==> config.mk <==
export PLATFORM = sky130hd
export DESIGN_NAME = reference_clock_divider_config
export DESIGN_NICKNAME = d
export VERILOG_FILES = /design/src/clkdiv_cfg_pkg.sv /design/src/div_cfg_slot.sv /design/src/reference_clock_divider_config.sv
export SDC_FILE = /design/constraint.sdc
export NUM_CORES = 1
export LEC_CHECK = 0
export BUFFER_PORTS_ARGS = -buffer_cell sky130_fd_sc_hd__buf_2
export CAP_MARGIN = 0
export CORE_ASPECT_RATIO = 1.5
export CORE_UTILIZATION = 30
export DETAILED_ROUTE_END_ITERATION = 7
export GPL_TIMING_DRIVEN = 0
export HOLD_SLACK_MARGIN = 0.15
export PLACE_DENSITY = 0.43
export SETUP_SLACK_MARGIN = 0.5
export SLEW_MARGIN = 15
export SYNTH_ARGS = -nofsm -noshare
export SYNTH_HDL_FRONTEND = slang
export SYNTH_SLANG_ARGS = --single-unit
==> constraint.sdc <==
create_clock -name sys_clk -period 11.2 [get_ports sys_clk]
set_clock_uncertainty 0.15 [all_clocks]
set_input_delay 0.56 -clock sys_clk [delete_from_list [all_inputs] [get_ports sys_clk]]
set_output_delay 0.56 -clock sys_clk [all_outputs]
set_load 0.01 [all_outputs]
==> src/clkdiv_cfg_pkg.sv <==
// package for the reference clock divider configuration block
// assumes a single 200 MHz system clock domain
`default_nettype none
package clkdiv_cfg_pkg;
    localparam int DIV_W = 10;
    localparam int ADDR_W = 3;
    localparam int DATA_W = 16;
    // program register indices within the clock block
    localparam logic [2:0] IDX_IDLE_TIMER = 3'h2;
    localparam logic [2:0] IDX_IDLE_VCO = 3'h3;
    localparam logic [2:0] IDX_RXTX_REF = 3'h4;
    localparam logic [2:0] IDX_RXTX_PLL = 3'h5;
    localparam logic [2:0] IDX_RXTX_VCO = 3'h6;
    localparam logic [2:0] IDX_RXTX_CONV = 3'h7;
    // defaults for a 6.144 MHz reference
    localparam logic [9:0] RST_IDLE_TIMER = 10'h018;
    localparam logic [9:0] RST_IDLE_VCO = 10'h088;
    localparam logic [9:0] RST_RXTX_REF = 10'h040;
    localparam logic [9:0] RST_RXTX_PLL = 10'h200;
    localparam logic [9:0] RST_RXTX_VCO = 10'h140;
    localparam logic [9:0] RST_RXTX_CONV = 10'h008;
    // latency between a write and it being acted on
    localparam int LATENCY_US = 250;
    localparam int CLK_MHZ = 200;
    localparam int LATENCY_CYC = LATENCY_US * CLK_MHZ;
    localparam int LAT_W = 16;
endpackage : clkdiv_cfg_pkg
`default_nettype wire

==> src/div_cfg_slot.sv <==
// one ten-bit divider setting: staging value and live value
// assumes load and apply strobes synchronous to sys_clk
`default_nettype none
module div_cfg_slot #(
    parameter int W = 10,
    parameter logic [W-1:0] RST_VAL = '0
) (
    input wire logic sys_clk,      // system clock
    input wire logic rst_sync_n,   // synchronised reset
    input wire logic load,         // take new staging value
    input wire logic [W-1:0] din,  // new value, already trimmed
    input wire logic apply,        // copy staging to live
    output logic [W-1:0] live      // value the divider uses
);
    typedef struct packed {
        logic [W-1:0] stage;
        logic [W-1:0] live;
    } slot_state_t;
    slot_state_t st_ff, nxt_st;

    always_comb begin
        nxt_st = st_ff;
        if (load) begin
            nxt_st.stage = din;
        end
        // a load in the apply cycle goes straight through
        if (apply) begin
            nxt_st.live = load ? din : st_ff.stage;
        end
    end

    always_ff @(posedge sys_clk or negedge rst_sync_n) begin
        if (!rst_sync_n) begin
            st_ff <= '{stage: RST_VAL, live: RST_VAL};
        end else begin
            st_ff <= nxt_st;
        end
    end

    assign live = st_ff.live;
endmodule // div_cfg_slot
`default_nettype wire

==> src/reference_clock_divider_config.sv <==
// divider configuration registers for the device clock tree
// assumes writes arrive decoded from the serial control port, synchronous to sys_clk
// Function
// - reset leaves every divider at 6.144MHz default
// - only low ten bits stored
// - idle pair applied on idle vco write
// - rx/tx dividers applied on rx/tx entry
// - idle defaults 018 and 088
// - rx/tx defaults 040, 200, 140, 008
// - writes acted on within 250 us
`default_nettype none
module reference_clock_divider_config
    import clkdiv_cfg_pkg::*;
#(
    parameter int LAT_CYC = LATENCY_CYC
) (
    input wire logic sys_clk,                    // 200 MHz clock
    input wire logic rst_n,                      // async reset, active low
    input wire logic wr_en,                      // register write strobe
    input wire logic [ADDR_W-1:0] wr_idx,        // program register index
    input wire logic [DATA_W-1:0] wr_data,       // write data
    input wire logic rxtx_enter,                 // pulse on change into rx or tx
    output logic wr_busy,                        // latency window open
    output logic [DIV_W-1:0] idle_timer_div,     // live idle timer divide
    output logic [DIV_W-1:0] idle_vco_aux_div,   // live idle vco/aux divide
    output logic [DIV_W-1:0] rxtx_ref_div,       // live rx/tx reference divide
    output logic [DIV_W-1:0] rxtx_pll_div,       // live rx/tx pll divide
    output logic [DIV_W-1:0] rxtx_vco_aux_div,   // live rx/tx vco/aux divide
    output logic [DIV_W-1:0] rxtx_conv_div       // live converter clock divide
);
    // ==========================================================
    // reset release
    logic [1:0] rst_sync_ff;
    logic rst_sync_n;
    always_ff @(posedge sys_clk or negedge rst_n) begin
        if (!rst_n) begin
            rst_sync_ff <= 2'h0;
        end else begin
            rst_sync_ff <= {rst_sync_ff[0], 1'b1};
        end
    end
    assign rst_sync_n = rst_sync_ff[1];

    // ==========================================================
    // write capture, held until the latency window closes
    typedef struct packed {
        logic pend;
        logic [ADDR_W-1:0] idx;
        logic [DIV_W-1:0] data;
        logic [LAT_W-1:0] cnt;
    } ctl_state_t;
    ctl_state_t st_ff, nxt_st;
    logic act;

    // acting at the window end models the polled register read
    assign act = st_ff.pend && (st_ff.cnt == LAT_W'(LAT_CYC - 1));

    always_comb begin
        nxt_st = st_ff;
        if (st_ff.pend) begin
            nxt_st.cnt = st_ff.cnt + 1'b1;
        end
        if (act) begin
            nxt_st.pend = 1'b0;
            nxt_st.cnt = '0;
        end
        // a later write replaces a pending one; host should not do this
        if (wr_en) begin
            nxt_st.pend = 1'b1;
            nxt_st.idx = wr_idx;
            nxt_st.data = wr_data[DIV_W-1:0];
            nxt_st.cnt = '0;
        end
    end

    always_ff @(posedge sys_clk or negedge rst_sync_n) begin
        if (!rst_sync_n) begin
            st_ff <= '0;
        end else begin
            st_ff <= nxt_st;
        end
    end

    assign wr_busy = st_ff.pend;

    // ==========================================================
    // divider slots
    logic [5:0] ld;
    logic idle_apply;
    logic rxtx_apply;
    always_comb begin
        ld = '0;
        if (act) begin
            case (st_ff.idx)
                IDX_IDLE_TIMER: ld[0] = 1'b1;
                IDX_IDLE_VCO: ld[1] = 1'b1;
                IDX_RXTX_REF: ld[2] = 1'b1;
                IDX_RXTX_PLL: ld[3] = 1'b1;
                IDX_RXTX_VCO: ld[4] = 1'b1;
                IDX_RXTX_CONV: ld[5] = 1'b1;
                default: ld = '0;
            endcase
        end
    end
    assign idle_apply = ld[1];
    assign rxtx_apply = rxtx_enter;

    // defaults give correct operation from a 6.144 MHz reference
    div_cfg_slot #(.W(DIV_W), .RST_VAL(RST_IDLE_TIMER)) u_idle_timer (
        .sys_clk(sys_clk),
        .rst_sync_n(rst_sync_n),
        .load(ld[0]),
        .din(st_ff.data),
        .apply(idle_apply),
        .live(idle_timer_div)
    );
    div_cfg_slot #(.W(DIV_W), .RST_VAL(RST_IDLE_VCO)) u_idle_vco (
        .sys_clk(sys_clk),
        .rst_sync_n(rst_sync_n),
        .load(ld[1]),
        .din(st_ff.data),
        .apply(idle_apply),
        .live(idle_vco_aux_div)
    );
    div_cfg_slot #(.W(DIV_W), .RST_VAL(RST_RXTX_REF)) u_rxtx_ref (
        .sys_clk(sys_clk),
        .rst_sync_n(rst_sync_n),
        .load(ld[2]),
        .din(st_ff.data),
        .apply(rxtx_apply),
        .live(rxtx_ref_div)
    );
    div_cfg_slot #(.W(DIV_W), .RST_VAL(RST_RXTX_PLL)) u_rxtx_pll (
        .sys_clk(sys_clk),
        .rst_sync_n(rst_sync_n),
        .load(ld[3]),
        .din(st_ff.data),
        .apply(rxtx_apply),
        .live(rxtx_pll_div)
    );
    div_cfg_slot #(.W(DIV_W), .RST_VAL(RST_RXTX_VCO)) u_rxtx_vco (
        .sys_clk(sys_clk),
        .rst_sync_n(rst_sync_n),
        .load(ld[4]),
        .din(st_ff.data),
        .apply(rxtx_apply),
        .live(rxtx_vco_aux_div)
    );
    div_cfg_slot #(.W(DIV_W), .RST_VAL(RST_RXTX_CONV)) u_rxtx_conv (
        .sys_clk(sys_clk),
        .rst_sync_n(rst_sync_n),
        .load(ld[5]),
        .din(st_ff.data),
        .apply(rxtx_apply),
        .live(rxtx_conv_div)
    );

    // ==========================================================
    // checks
    chk_reset_defaults: assert property (@(posedge sys_clk)
        $rose(rst_sync_n) |-> idle_timer_div == RST_IDLE_TIMER && idle_vco_aux_div == RST_IDLE_VCO
        && rxtx_ref_div == RST_RXTX_REF && rxtx_pll_div == RST_RXTX_PLL
        && rxtx_vco_aux_div == RST_RXTX_VCO && rxtx_conv_div == RST_RXTX_CONV)
        else $error("dividers not at defaults after reset");
    chk_reset_idle: assert property (@(posedge sys_clk)
        $rose(rst_sync_n) |-> !wr_busy)
        else $error("write window open after reset");

    chk_idle_hold: assert property (@(posedge sys_clk) disable iff (!rst_sync_n)
        !ld[1] |=> $stable(idle_timer_div) && $stable(idle_vco_aux_div))
        else $error("idle divider changed without idle vco write");
    chk_idle_apply: assert property (@(posedge sys_clk) disable iff (!rst_sync_n)
        ld[1] |=> idle_vco_aux_div == $past(st_ff.data))
        else $error("idle vco write not applied");

    chk_rxtx_hold: assert property (@(posedge sys_clk) disable iff (!rst_sync_n)
        !rxtx_enter |=> $stable(rxtx_ref_div) && $stable(rxtx_pll_div)
        && $stable(rxtx_vco_aux_div) && $stable(rxtx_conv_div))
        else $error("rx/tx divider changed without mode entry");
    chk_rxtx_apply: assert property (@(posedge sys_clk) disable iff (!rst_sync_n)
        ld[3] ##1 rxtx_enter |=> rxtx_pll_div == $past(st_ff.data, 2))
        else $error("pending pll divide not applied");
    chk_rxtx_direct: assert property (@(posedge sys_clk) disable iff (!rst_sync_n)
        rxtx_enter && ld[2] |=> rxtx_ref_div == $past(st_ff.data))
        else $error("reference divide not applied on entry in acting cycle");
    chk_vco_apply: assert property (@(posedge sys_clk) disable iff (!rst_sync_n)
        ld[4] ##1 rxtx_enter |=> rxtx_vco_aux_div == $past(st_ff.data, 2))
        else $error("pending rx/tx vco divide not applied");
    chk_conv_direct: assert property (@(posedge sys_clk) disable iff (!rst_sync_n)
        rxtx_enter && ld[5] |=> rxtx_conv_div == $past(st_ff.data))
        else $error("converter divide not applied on entry in acting cycle");

    chk_trim_bits: assert property (@(posedge sys_clk) disable iff (!rst_sync_n)
        wr_en |=> st_ff.data == $past(wr_data[DIV_W-1:0]))
        else $error("write data not trimmed to ten bits");

    chk_act_latency: assert property (@(posedge sys_clk) disable iff (!rst_sync_n)
        act |-> $past(st_ff.pend) && st_ff.cnt == LAT_W'(LAT_CYC - 1))
        else $error("write acted on at wrong time");
    chk_busy_rise: assert property (@(posedge sys_clk) disable iff (!rst_sync_n)
        wr_en |=> wr_busy)
        else $error("busy not raised after write");
    chk_busy_hold: assert property (@(posedge sys_clk) disable iff (!rst_sync_n)
        wr_busy && !act |=> wr_busy)
        else $error("busy dropped before write acted on");
    chk_busy_fall: assert property (@(posedge sys_clk) disable iff (!rst_sync_n)
        act && !wr_en |=> !wr_busy)
        else $error("busy held after write acted on");
    chk_busy_low: assert property (@(posedge sys_clk) disable iff (!rst_sync_n)
        !wr_busy && !wr_en |=> !wr_busy)
        else $error("busy raised without write");
    chk_cnt_restart: assert property (@(posedge sys_clk) disable iff (!rst_sync_n)
        wr_en |=> st_ff.cnt == '0)
        else $error("latency count not restarted by write");

    // ==========================================================
    // scenario covers
    cov_idle_write: cover property (@(posedge sys_clk) disable iff (!rst_sync_n) ld[1]);
    cov_rxtx_apply: cover property (@(posedge sys_clk) disable iff (!rst_sync_n) ld[2] ##[1:20] rxtx_enter);
    cov_rewrite: cover property (@(posedge sys_clk) disable iff (!rst_sync_n) wr_busy && wr_en);
    cov_rxtx_direct: cover property (@(posedge sys_clk) disable iff (!rst_sync_n) ld[2] && rxtx_enter);
    cov_unused_idx: cover property (@(posedge sys_clk) disable iff (!rst_sync_n) act && st_ff.idx < IDX_IDLE_TIMER);
endmodule // reference_clock_divider_config
`default_nettype wire

# Word-level counts from Yosys, hierarchy flattened
# Index checks and enable logic that the tools add are counted.
# op_classes
n_addsub	1
mul	0
div	0
n_lt_le_gt_ge	0
eq_ne	7
shift	0
muxes	16
bitwise	0
reduce_logical	3
# ops
op	count
10-bit two-way mux	5
16-bit two-way mux	2
30-bit two-way mux	1
16-bit by 1-bit adder with 16-bit output (second input constant)	1
16-bit equality test (second input constant)	1
3-bit equality test (second input constant)	4
1-bit two-way mux	7
3-bit by 2-bit equality test with 1-bit output (second input constant)	2
6-bit two-way mux	1
3-bit nonzero test	1
2-bit nonzero test	1
1-bit logical AND	1
# totals
reg_bits	142
latchBits	0
ramBits	0
romBits	0
input_bits	23
n_memories	0

# Longest topological paths before layout
# Gate-level depths: netlist (run 1).
# depth
word_depth	4
ltp_mapped	7
depth_no_buf	5

# Modules after synthesis
# Synthesis (run 1) repeated with hierarchy kept, for this count alone.
# unflattened
hier_cells	468
hier_area_um2	7036.7
# by_module_without_submodules
module	n_inst	cells_per_inst	area_per_inst_um2	seq_area_each_um2
div_cfg_slot (u_idle_timer ...)	3	52	897.1	505.5
div_cfg_slot (u_rxtx_conv ...)	3	52	894.6	503.0
reference_clock_divider_config	1	156	1661.6	800.8

# Worst setup path before layout (run 1)
# Ideal clock, no wire load.
# synth_timing
path_type	register to register
start	register st_ff[12] (netlist name)
end	register u_idle_timer.st_ff[10] (netlist name)
arrival_ps	2253
required_ps	10925
slack_ps	8672
stages_incl_launch_ff	5
n_path_buf	0
period_less_slack_ps	2528
cell_sequence	dfrtp_1 -> or4b_4 -> or4_4 -> nor4_4 -> mux2_2
# synth_between
elab_chain_len	4
# synth_rtl
item	line_no	text
start, declared	reference_clock_divider_config.sv:52	ctl_state_t st_ff, nxt_st;
start signal, assigned	reference_clock_divider_config.sv:80	st_ff <= nxt_st;
16-bit equality test	reference_clock_divider_config.sv:56	assign act = st_ff.pend && (st_ff.cnt == LAT_W'(LAT_CYC - 1));
1-bit logical AND	reference_clock_divider_config.sv:56	
6-bit two-way mux	reference_clock_divider_config.sv:93	if (act) begin
10-bit two-way mux	n/a	
end signal, assigned	div_cfg_slot.sv:34	st_ff <= '{stage: RST_VAL, live: RST_VAL};
end signal, assigned	div_cfg_slot.sv:36	st_ff <= nxt_st;
end, declared	div_cfg_slot.sv:19	slot_state_t st_ff, nxt_st;
# No other way between the ends.
# A chain may end at the register's enable or synchronous reset.

# Final worst setup path (run 1)
# layout_timing
start	register st_ff, in the netlist wr_busy
end	register u_idle_timer.st_ff, in the netlist u_idle_timer.live[8]
# layout_between
elab_chain_len	3
# layout_rtl
item	line_no
1-bit logical AND (*)	reference_clock_divider_config.sv:56
6-bit two-way mux (*)	reference_clock_divider_config.sv:93
10-bit two-way mux	n/a
# Mark *: on every way between the ends. The rest lies on a longest branch, timed or not.

==> impl_metrics.py, run 1 <==
metrics = {
    "logic_synthesis": {
        "synthFlopType": "dfrtp_1",
        "synth_top_area_cell": "dfrtp_1",
        "synth.distinct_cells": 39,
        "synth-edff-count": 0,
        "yosysSeqAreaShare_pct": 57.1,
        "synthCells": 569,
        "syn_nets": 593,
        "async_flop_share_pct": 100,
        "synth_warnings": 0,
        "netlist_top_cells_area": "dfrtp_1 50%, dfstp_2 6.7%, buf_4 6.0%",
        "yosysTopAreaCellShare_pct": 50.4,
        "synth-seq-cells": 142,
        "syn_avg_cell_area_sq_um": 11.0,
        "synth_area_sq_mm": 0.00626,
    },
    "die": {
        "die_x_um": 120,
        "initial_core_util_pct": 30.6,
        "rows": 64,
        "coreArea_sq_mm": 0.0204,
        "dieArea_sq_mm": 0.0214,
        "die_y_um": 179,
        "ios": 84,
    },
    "pwr": {
        "clockPowerShare_pct": 48.3,
        "powerDensity_mw_per_mm2": 163,
        "power.switching_uw": 298,
        "swShare_pct": 24.0,
        "internal_power_uw": 945,
        "ir_drop_v": 0.0000747,
        "p_comb_share_pct": 7.0,
        "total_power_uw": 1240,
        "pwr-share-seq_pct": 44.7,
        "leakage_uw": 0.00371,
    },
    "timing": {
        "post-route-min-period_ns": 3.15,
        "hold_viol": 0,
        "worst_pin_slew_ns": 0.862,
        "final-setup-viol-count": 0,
        "fin_crit_sh_pct": 28.1,
        "slew_viol_final": 0,
        "timing.fmax_mhz": 318,
        "whs_ns": 0.210,
        "rsz0062_at_grt": "no",
        "slew_headroom_pct": 42.1,
        "setup_tns_ns": 0,
    },
    "worst_setup_path": {
        "critPathTopFamily": "simple AND/OR/NAND/NOR gates",
        "slowest_stage": "nor4_2",
        "end_kind": "flip-flop",
        "crit_chain": "clkbuf_1, nand4_1, nor4_2, nand4b_1, clkbuf_1, mux2_1",
        "cpMostUsedCell": "clkbuf_1",
        "slowest_delay_ns": 0.85,
        "critical_path_buf_inv_count": 2,
        "cp.required_ns": 11.36,
        "worstSetupPathType": "reg2reg",
        "crit_fanout": 10,
        "worst_setup_path_start_kind": "flip-flop",
        "critPathArrivalTime_ns": 3.31,
    },
    "detailed_routing": {
        "wire_per_inst_um": 17.4,
        "vias_per_cell": 4.90,
        "drt_iter0_drc": 183,
        "drc_errors": 0,
        "dr_total_vias": 4627,
        "firstDrtPassIters": 4,
        "ant_nets": 0,
        "routed_wl_um": 16400,
    },
    "status": {
        "status": "complete, no violations",
    },
    "clocking": {
        "cts-root-buf": "clkbuf_16",
        "cts_tree": "done",
        "cts_buffers": 17,
        "post_cts_buffers": 0,
        "clk_latency_ns": 0.43,
        "clk_path_buf_depth": 2,
        "cts.sinks": 142,
        "clkTransAtPathRegs_ns": 0.06,
        "htree_levels": 4,
    },
    "finish": {
        "area_delta_synth_final_pct": 22.2,
        "largest_register_ffs": 29,
        "drive_above_1_share_pct": 31.0,
        "regMostFlops": "st_ff",
        "final_core_util_pct": 37.4,
        "finalNetCount": 691,
        "n_antenna_cell": 0,
    },
    "place": {
        "routabilityCongestion": 0.767,
        "dp_hpwl_um": 11500,
        "port_buffers": 76,
    },
    "grt": {
        "grt_pass1_wl_um": 26400,
        "grt_max_degree": 56,
        "track_usage_pct": 16.3,
        "grt-ovfl-total": 0,
        "antenna_found_initial": 0,
        "grt_pass1_vias": 4646,
    },
    "job": {
        "drv_cap": 0,
    },
    "hold_path": {
        "hold_class": "reg2reg",
    },
}
## metrics by stage
| stage | worst slack [ns] | cells | area [sq um] |
|---|---|---|---|
| after global placement | 5.16 | 909 | 6970 |
| after detailed placement | 8.11 | 911 | 7020 |
| after floorplan | 6.83 | 569 | 6260 |
| after CTS | 8.09 | 944 | 7650 |
| after global routing | 7.87 | 944 | 7650 |
| final | 8.05 | 944 | 7650 |
## Yosys cell counts, types with 5 or more instances
library cell  count
buf_4            50
buf_1             5
mux2_2           29
nand4_1          36
or3_1             5
xor2_1            5
dfstp_2          16
nand3_1           5
a21oi_1           5
nand2b_1          6
a31oi_1          40
nand2_1          52
clkbuf_1         33
mux2_1           13
dfrtp_1         126
nor2_1           49
o21ai_0          23
o31ai_1          21
nand4b_1         11
## logic make-up after synthesis
family | synth area share (%)
compound gates | 9.94
xor+xnor | 0.840
fa+ha+maj | 0.200
buf+inv | 8.76
flops | 57.1
mux | 7.56
other cells | 0.0599
simple gates | 15.5
## cell usage in the layout (no fill, tap or decap), types with 3 or more instances in the layout
cell         n
clkbuf_1    36
nand4_1     36
nand2_1     52
buf_2       79
and3_1       3
a21oi_1      5
dfstp_2     16
nand3_1      5
mux2_2      29
a31oi_1     40
xor2_1       5
nor2b_1      3
o31ai_1     21
clkinv_2     3
or3_1        5
a21boi_0     4
o32ai_1      4
bufinv_16    4
nor2_1      49
o21ai_0     23
clkbuf_16   17
buf_1        5
and2_1       3
inv_1        4
buf_4       50
nand2b_1     6
mux2_1      13
dfrtp_1    125
nand4b_1    11
## area by class of cell
type / count / area, sq um
buffer: 91 / 533
multi-input combinational: 332 / 2130
clock inverter: 11 / 168
tap: 264 / 330
sequential: 142 / 3580
fill: 2072 / 12800
clock buffer: 21 / 450
inverter: 4 / 15.0
timing repair buffer: 79 / 438
## power by group through the flow
stage	registers, uW	logic (uW)	clock network (uW)
4_1_cts	557	89.0	613
2_1_floorplan	556	55.8	0
5_1_grt	559	97.9	633
3_5_place_dp	566	88.6	0
3_3_place_gp	571	79.2	0
6_report	556	87.0	601
## path summary, 6_finish.rpt
kind                                           from                                to  slack (ns)  cells past startpoint
min reg2reg                rst_sync_ff[0]$_DFF_PN0_          rst_sync_ff[1]$_DFF_PN0_        0.21                      0
max reg2reg                     wr_busy$_DFFE_PN0P_  u_idle_timer.live[8]$_DFFE_PN0P_        8.05                      6
max                             wr_busy$_DFFE_PN0P_  u_idle_timer.live[8]$_DFFE_PN0P_        8.05                      6
max in group asynchronous  rst_sync_ff[1]$_DFF_PN0_    u_rxtx_pll.st_ff[19]$_DFF_PN1_        9.86                      1
min in group asynchronous  rst_sync_ff[1]$_DFF_PN0_             st_ff[17]$_DFFE_PN0P_        0.27                      0
min                        rst_sync_ff[0]$_DFF_PN0_          rst_sync_ff[1]$_DFF_PN0_        0.21                      0
## metal layers
layer	routed length, um	track usage (%)	up-vias	share of wire [%]
met5	0	0	-	0
met4	343	6.35	0	2.1
met2	8200	27.3	110	50
li1	-	-	2186	-
met1	7290	20.5	2304	44
met3	607	3.40	27	3.7
## timing repair
item,4_1_cts,5_1_grt
hold buffers,1,0
hold endpoints to repair,2,0
gates resized for setup,0,0
(Power assumes the default switching activity.)
==> inputs of run 2 (changes only) <==
--- a/config.mk
+++ b/config.mk
@@ -12,7 +12,7 @@
 export DETAILED_ROUTE_END_ITERATION = 7
 export GPL_TIMING_DRIVEN = 0
 export HOLD_SLACK_MARGIN = 0.15
-export PLACE_DENSITY = 0.43
+export PLACE_DENSITY = 0.45
 export SETUP_SLACK_MARGIN = 0.5
 export SLEW_MARGIN = 15
 export SYNTH_ARGS = -nofsm -noshare
==> constraint.sdc (replaced) <==
create_clock -name sys_clk -period 2.7 [get_ports sys_clk]
set_clock_uncertainty 0.15 [all_clocks]
set_input_delay 0.135 -clock sys_clk [delete_from_list [all_inputs] [get_ports sys_clk]]
set_output_delay 0.135 -clock sys_clk [all_outputs]
set_load 0.01 [all_outputs]
==> impl_metrics.py, run 2 (synthesis results as in run 1) <==
metrics = {
    "timing": {
        "hold_viol": 0,
        "timing.fmax_mhz": 389,
        "slew_headroom_pct": 29.8,
        "final-setup-viol-count": 0,
        "post-route-min-period_ns": 2.57,
        "slew_viol_final": 0,
        "worst_pin_slew_ns": 1.05,
        "rsz0062_at_grt": "yes",
        "setup_tns_ns": 0,
        "fin_crit_sh_pct": 95.3,
    },
    "worst_setup_path": {
        "slowest_stage": "or4_4",
        "worstSetupPathType": "reg2reg",
        "crit_fanout": 5,
        "worst_setup_path_start_kind": "flip-flop",
        "end_kind": "flip-flop",
        "critPathArrivalTime_ns": 2.72,
        "critPathTopFamily": "simple AND/OR/NAND/NOR gates",
        "r2r_slack_ns": 0.13,
        "crit_chain": "or4b_4, or4_4, nor4_4, buf_4, buf_12, mux2_2",
        "cp.required_ns": 2.85,
        "slowest_delay_ns": 0.58,
        "critical_path_buf_inv_count": 2,
    },
    "finish": {
        "n_antenna_cell": 0,
        "regMostFlops": "st_ff",
        "final_core_util_pct": 44.0,
        "final_common_cell": "dfrtp_1",
        "drive_above_1_share_pct": 44.3,
        "area_delta_synth_final_pct": 43.7,
        "finalNetCount": 738,
        "layout_common_cells": "124 x dfrtp_1, 77 x buf_2, 64 x buf_4",
        "largest_register_ffs": 29,
    },
    "detailed_routing": {
        "firstDrtPassIters": 4,
        "dr_total_vias": 4929,
        "drc_errors": 0,
        "vias_per_cell": 4.97,
        "ant_nets": 0,
        "routed_wl_um": 17900,
        "wire_per_inst_um": 18.0,
        "drt_iter0_drc": 215,
    },
    "pwr": {
        "total_power_uw": 5050,
        "powerDensity_mw_per_mm2": 562,
        "leakage_uw": 0.00424,
        "ir_drop_v": 0.000320,
    },
    "die": {
        "coreArea_sq_mm": 0.0204,
        "die_y_um": 179,
        "initial_core_util_pct": 30.6,
        "rows": 64,
        "die_x_um": 120,
        "ios": 84,
        "dieArea_sq_mm": 0.0214,
    },
    "hold_path": {
        "hold_class": "reg2async",
    },
    "status": {
        "status": "complete, no violations",
    },
    "place": {
        "port_buffers": 76,
        "dp_hpwl_um": 11500,
        "routabilityCongestion": 0.764,
    },
    "grt": {
        "grt_max_degree": 54,
        "busiest_layer": "met2",
        "grtUsageMet3_pct": 2.80,
        "track_usage_pct": 17.5,
        "grt_pass1_vias": 5121,
        "grt-ovfl-total": 0,
        "antenna_found_initial": 0,
        "grt_use_met1_pct": 21.2,
        "grt_pass1_wl_um": 28400,
        "grt_use_met2_pct": 30.2,
    },
    "clocking": {
        "cts-root-buf": "clkbuf_16",
        "cts_buffers": 17,
        "cts_tree": "done",
        "clk_latency_ns": 0.42,
        "clkTransAtPathRegs_ns": 0.07,
        "cts.sinks": 142,
        "clk_path_buf_depth": 2,
        "htree_levels": 4,
    },
    "job": {
        "drv_cap": 0,
    },
}
[run 2: final cells by class]
cell class	count	area [sq um]
fillers	1964	11400
plain buffers	91	689
clock inverters	15	150
well taps	264	330
repair buffers	126	1030
clock buffers	17	425
inverters	4	15.0
flip-flops and latches	142	3580
multi-input cells	332	2780
[run 2: routing by layer]
layer / vias up / share of wire, % / wire, um
met5: - / 0 / 0
met3: 26 / 3.1 / 553
li1: 2295 / - / -
met1: 2487 / 42 / 7500
met2: 121 / 53 / 9370
met4: 0 / 2.4 / 428
[run 2: timing repair]
item / CTS / global route
endpoints found under the setup margin: 127 / 127
resized for setup: 125 / 32
cloned: 5 / 2
pin swaps: 75 / 37
buffers inserted: 21 / 4
hold buffers: 16 / 0
hold endpoints to repair: 23 / 0
[run 2: per-stage QoR]
step | instance area (sq um) | std cells | worst slack [ns] | hold slack [ns]
floorplan | 6360 | 569 | 0.172 | -0.311
global placement | 7070 | 909 | -0.320 | -0.230
detailed placement | 7130 | 911 | -0.333 | -0.226
CTS | 8750 | 985 | 0.0582 | 0.201
global route | 8990 | 991 | 0.0704 | 0.237
finish | 8990 | 991 | 0.127 | 0.176
[run 2: report_power, final]
| group | switching (uW) | internal [uW] |
|---|---|---|
| Sequential | 105 | 2200 |
| Clock | 1010 | 1300 |
| Combinational | 262 | 176 |
| Total | 1380 | 3670 |
[run 2: path summary, 6_finish.rpt]
path                                          startpoint                                to  cells after the start
worst max-delay path               st_ff[12]$_DFFE_PN0P_  u_idle_timer.st_ff[18]$_DFF_PN0_                      6
min in group sys_clk            rst_sync_ff[0]$_DFF_PN0_          rst_sync_ff[1]$_DFF_PN0_                      0
worst min-delay path            rst_sync_ff[1]$_DFF_PN0_    u_idle_vco.live[5]$_DFFE_PN0P_                      0
worst max register to register     st_ff[12]$_DFFE_PN0P_  u_idle_timer.st_ff[18]$_DFF_PN0_                      6
worst min register to register  rst_sync_ff[1]$_DFF_PN0_    u_idle_vco.live[5]$_DFFE_PN0P_                      0
max in group asynchronous       rst_sync_ff[1]$_DFF_PN0_    u_rxtx_pll.live[9]$_DFFE_PN1P_                      1
==> inputs of run 3 (changes only) <==
--- a/config.mk
+++ b/config.mk
@@ -7,14 +7,15 @@
 export LEC_CHECK = 0
 export BUFFER_PORTS_ARGS = -buffer_cell sky130_fd_sc_hd__buf_2
 export CAP_MARGIN = 0
-export CORE_ASPECT_RATIO = 1.5
+export CORE_ASPECT_RATIO = 0.6
 export CORE_UTILIZATION = 30
 export DETAILED_ROUTE_END_ITERATION = 7
 export GPL_TIMING_DRIVEN = 0
 export HOLD_SLACK_MARGIN = 0.15
 export PLACE_DENSITY = 0.45
 export SETUP_SLACK_MARGIN = 0.5
-export SLEW_MARGIN = 15
+export SKIP_CTS_REPAIR_TIMING = 1
+export SLEW_MARGIN = 20
 export SYNTH_ARGS = -nofsm -noshare
 export SYNTH_HDL_FRONTEND = slang
 export SYNTH_SLANG_ARGS = --single-unit
==> impl_metrics.py, run 3 (synthesis results as in run 1) <==
metrics = {
    "worst_setup_path": {
        "rr_endpoint": "u_idle_timer.st_ff[18]$_DFF_PN0_",
        "cp.required_ns": 2.86,
        "ff2ff_path_depth": 5,
        "slowest_stage": "or4_4",
        "worst_setup_path_start_kind": "flip-flop",
        "crit_chain": "or4b_4, or4_4, nor4_4, buf_12, mux2_2",
        "r2r_slack_ns": 0.001,
        "critPathTopFamily": "simple AND/OR/NAND/NOR gates",
        "cp.depth": 5,
        "critical_path_buf_inv_count": 1,
        "slowest_delay_ns": 0.60,
        "reg2reg_from": "st_ff[13]$_DFFE_PN0P_",
        "worstSetupPathType": "reg2reg",
        "crit_fanout": 10,
        "critPathArrivalTime_ns": 2.86,
        "end_kind": "flip-flop",
    },
    "finish": {
        "area_delta_synth_final_pct": 40.1,
        "fin_area_sq_mm": 0.00876,
        "layout_common_cells": "123 x dfrtp_1, 77 x buf_2, 64 x buf_4",
        "regMostFlops": "st_ff",
        "final_common_cell": "dfrtp_1",
        "fill_cells": 1923,
        "fin_cells": 993,
        "drive_above_1_share_pct": 42.7,
        "finalNetCount": 730,
        "largest_register_ffs": 29,
    },
    "detailed_routing": {
        "ant_nets": 0,
        "routed_wl_um": 18200,
        "met1_length_um": 9380,
        "met3WireLength_um": 1060,
        "firstDrtPassIters": 4,
        "drt_iter0_drc": 318,
        "wl_met2_um": 7530,
        "maxUsedRoutingLayer": "met4",
        "wire_per_inst_um": 18.3,
        "drc_errors": 0,
        "dr_total_vias": 4831,
        "vias_per_cell": 4.87,
    },
    "clocking": {
        "cts_buffers": 17,
        "cts_tree": "done",
        "cts-root-buf": "clkbuf_16",
        "clk_latency_ns": 0.43,
        "cts.sinks": 142,
        "clk_path_buf_depth": 2,
        "htree_levels": 4,
        "clkTransAtPathRegs_ns": 0.06,
    },
    "timing": {
        "timing.fmax_mhz": 371,
        "final-setup-viol-count": 0,
        "rsz0062_at_grt": "yes",
        "worst_pin_slew_ns": 1.27,
        "hold_viol": 0,
        "post-route-min-period_ns": 2.70,
        "setup_tns_ns": 0,
        "slew_viol_final": 0,
        "slew_headroom_pct": 15.4,
        "fin_crit_sh_pct": 99.9,
    },
    "grt": {
        "grt_pass1_wl_um": 27000,
        "track_usage_pct": 16.7,
        "antenna_found_initial": 1,
        "grt_max_degree": 53,
        "grt-ovfl-total": 0,
        "grt_pass1_vias": 4640,
    },
    "pwr": {
        "total_power_uw": 5130,
        "ir_drop_v": 0.000425,
        "powerDensity_mw_per_mm2": 586,
        "leakage_uw": 0.00414,
    },
    "hold_path": {
        "worstHoldEndpoint": "rst_sync_ff[1]$_DFF_PN0_",
        "hold_class": "reg2reg",
        "hp-start": "rst_sync_ff[0]$_DFF_PN0_",
        "holdPathStages": 0,
    },
    "die": {
        "die_x_um": 188,
        "rows": 40,
        "ios": 84,
        "die_y_um": 114,
        "coreArea_sq_mm": 0.0202,
        "initial_core_util_pct": 30.9,
        "dieArea_sq_mm": 0.0215,
    },
    "place": {
        "port_buffers": 76,
        "dp_hpwl_um": 11800,
        "routabilityCongestion": 0.760,
        "dp_cells": 920,
        "placed_area_sq_mm": 0.00713,
    },
    "status": {
        "status": "complete, no violations",
    },
    "job": {
        "drv_cap": 0,
    },
}
run 3: cell count changes in the layout (fill, tap and decap cells not counted), moves of 3 or more:
cell,change
mux2_2,+7
buf_8,+3
mux2_4,-6
clkbuf_16,-3
o21ai_2,+4
o21ai_4,-11
inv_8,-3
o32ai_2,+3
o32ai_1,-3
inv_6,-3
o21ai_1,+7
run 3: through the flow:
| step | setup WS (ns) | hold WS [ns] | utilization (%) |
|---|---|---|---|
| 3_3_place_gp | -0.398 | -0.229 | 35.0 |
| 3_5_place_dp | -0.456 | -0.226 | 35.3 |
| 2_1_floorplan | 0.172 | -0.311 | - |
| 4_1_cts | -0.474 | -0.675 | 38.2 |
| 5_1_grt | -0.0601 | 0.224 | 43.3 |
| 6_report | 0.00147 | 0.205 | 43.3 |
run 3: how the worst max path moves through the flow:
stage	start	to	slack, ns
after floorplan	st_ff[12]$_DFFE_PN0P_	u_idle_timer.st_ff[10]$_DFF_PN0_	0.17
after global placement	wr_busy$_DFFE_PN0P_	u_idle_timer.live[7]$_DFFE_PN0P_	-0.40
after detailed placement	wr_busy$_DFFE_PN0P_	u_idle_vco.live[6]$_DFFE_PN0P_	-0.46
after CTS	wr_busy$_DFFE_PN0P_	u_idle_vco.live[2]$_DFFE_PN0P_	-0.47
after global routing	st_ff[13]$_DFFE_PN0P_	u_idle_timer.st_ff[16]$_DFF_PN0_	-0.06
final	st_ff[13]$_DFFE_PN0P_	u_idle_timer.st_ff[18]$_DFF_PN0_	0.001
run 3: final cells by class:
cell class / count / area, sq um / area share, %
Inverter: 4 / 15.0 / 0.171
Multi-Input combinational cell: 332 / 2660 / 30.4
Buffer: 91 / 678 / 7.74
Antenna cell: 1 / 2.50 / 0.0286
Timing Repair Buffer: 118 / 893 / 10.2
Clock inverter: 12 / 135 / 1.54
Sequential cell: 142 / 3580 / 40.8
Tap cell: 273 / 342 / 3.90
Clock buffer: 20 / 457 / 5.21
run 3: metal layers:
layer | global-route usage, % | up-vias
met3 | 5.72 | 15
met1 | 24.9 | 2424
met4 | 4.14 | 0
met2 | 22.7 | 112
met5 | 0 | -
li1 | - | 2280
run 3: worst reg2reg max path, cell delays in order, from the launching register on:
cell and delay [ns]:
dfrtp_1 0.42, or4b_4 0.54, or4_4 0.60, nor4_4 0.35
buf_12 0.18, mux2_2 0.34
run 3: power breakdown:
part	leakage [uW]	switching (uW)	internal, uW
logic	0.00203	257	173
clock network	0.000279	977	1420
registers	0.00183	114	2200
total	0.00414	1350	3790
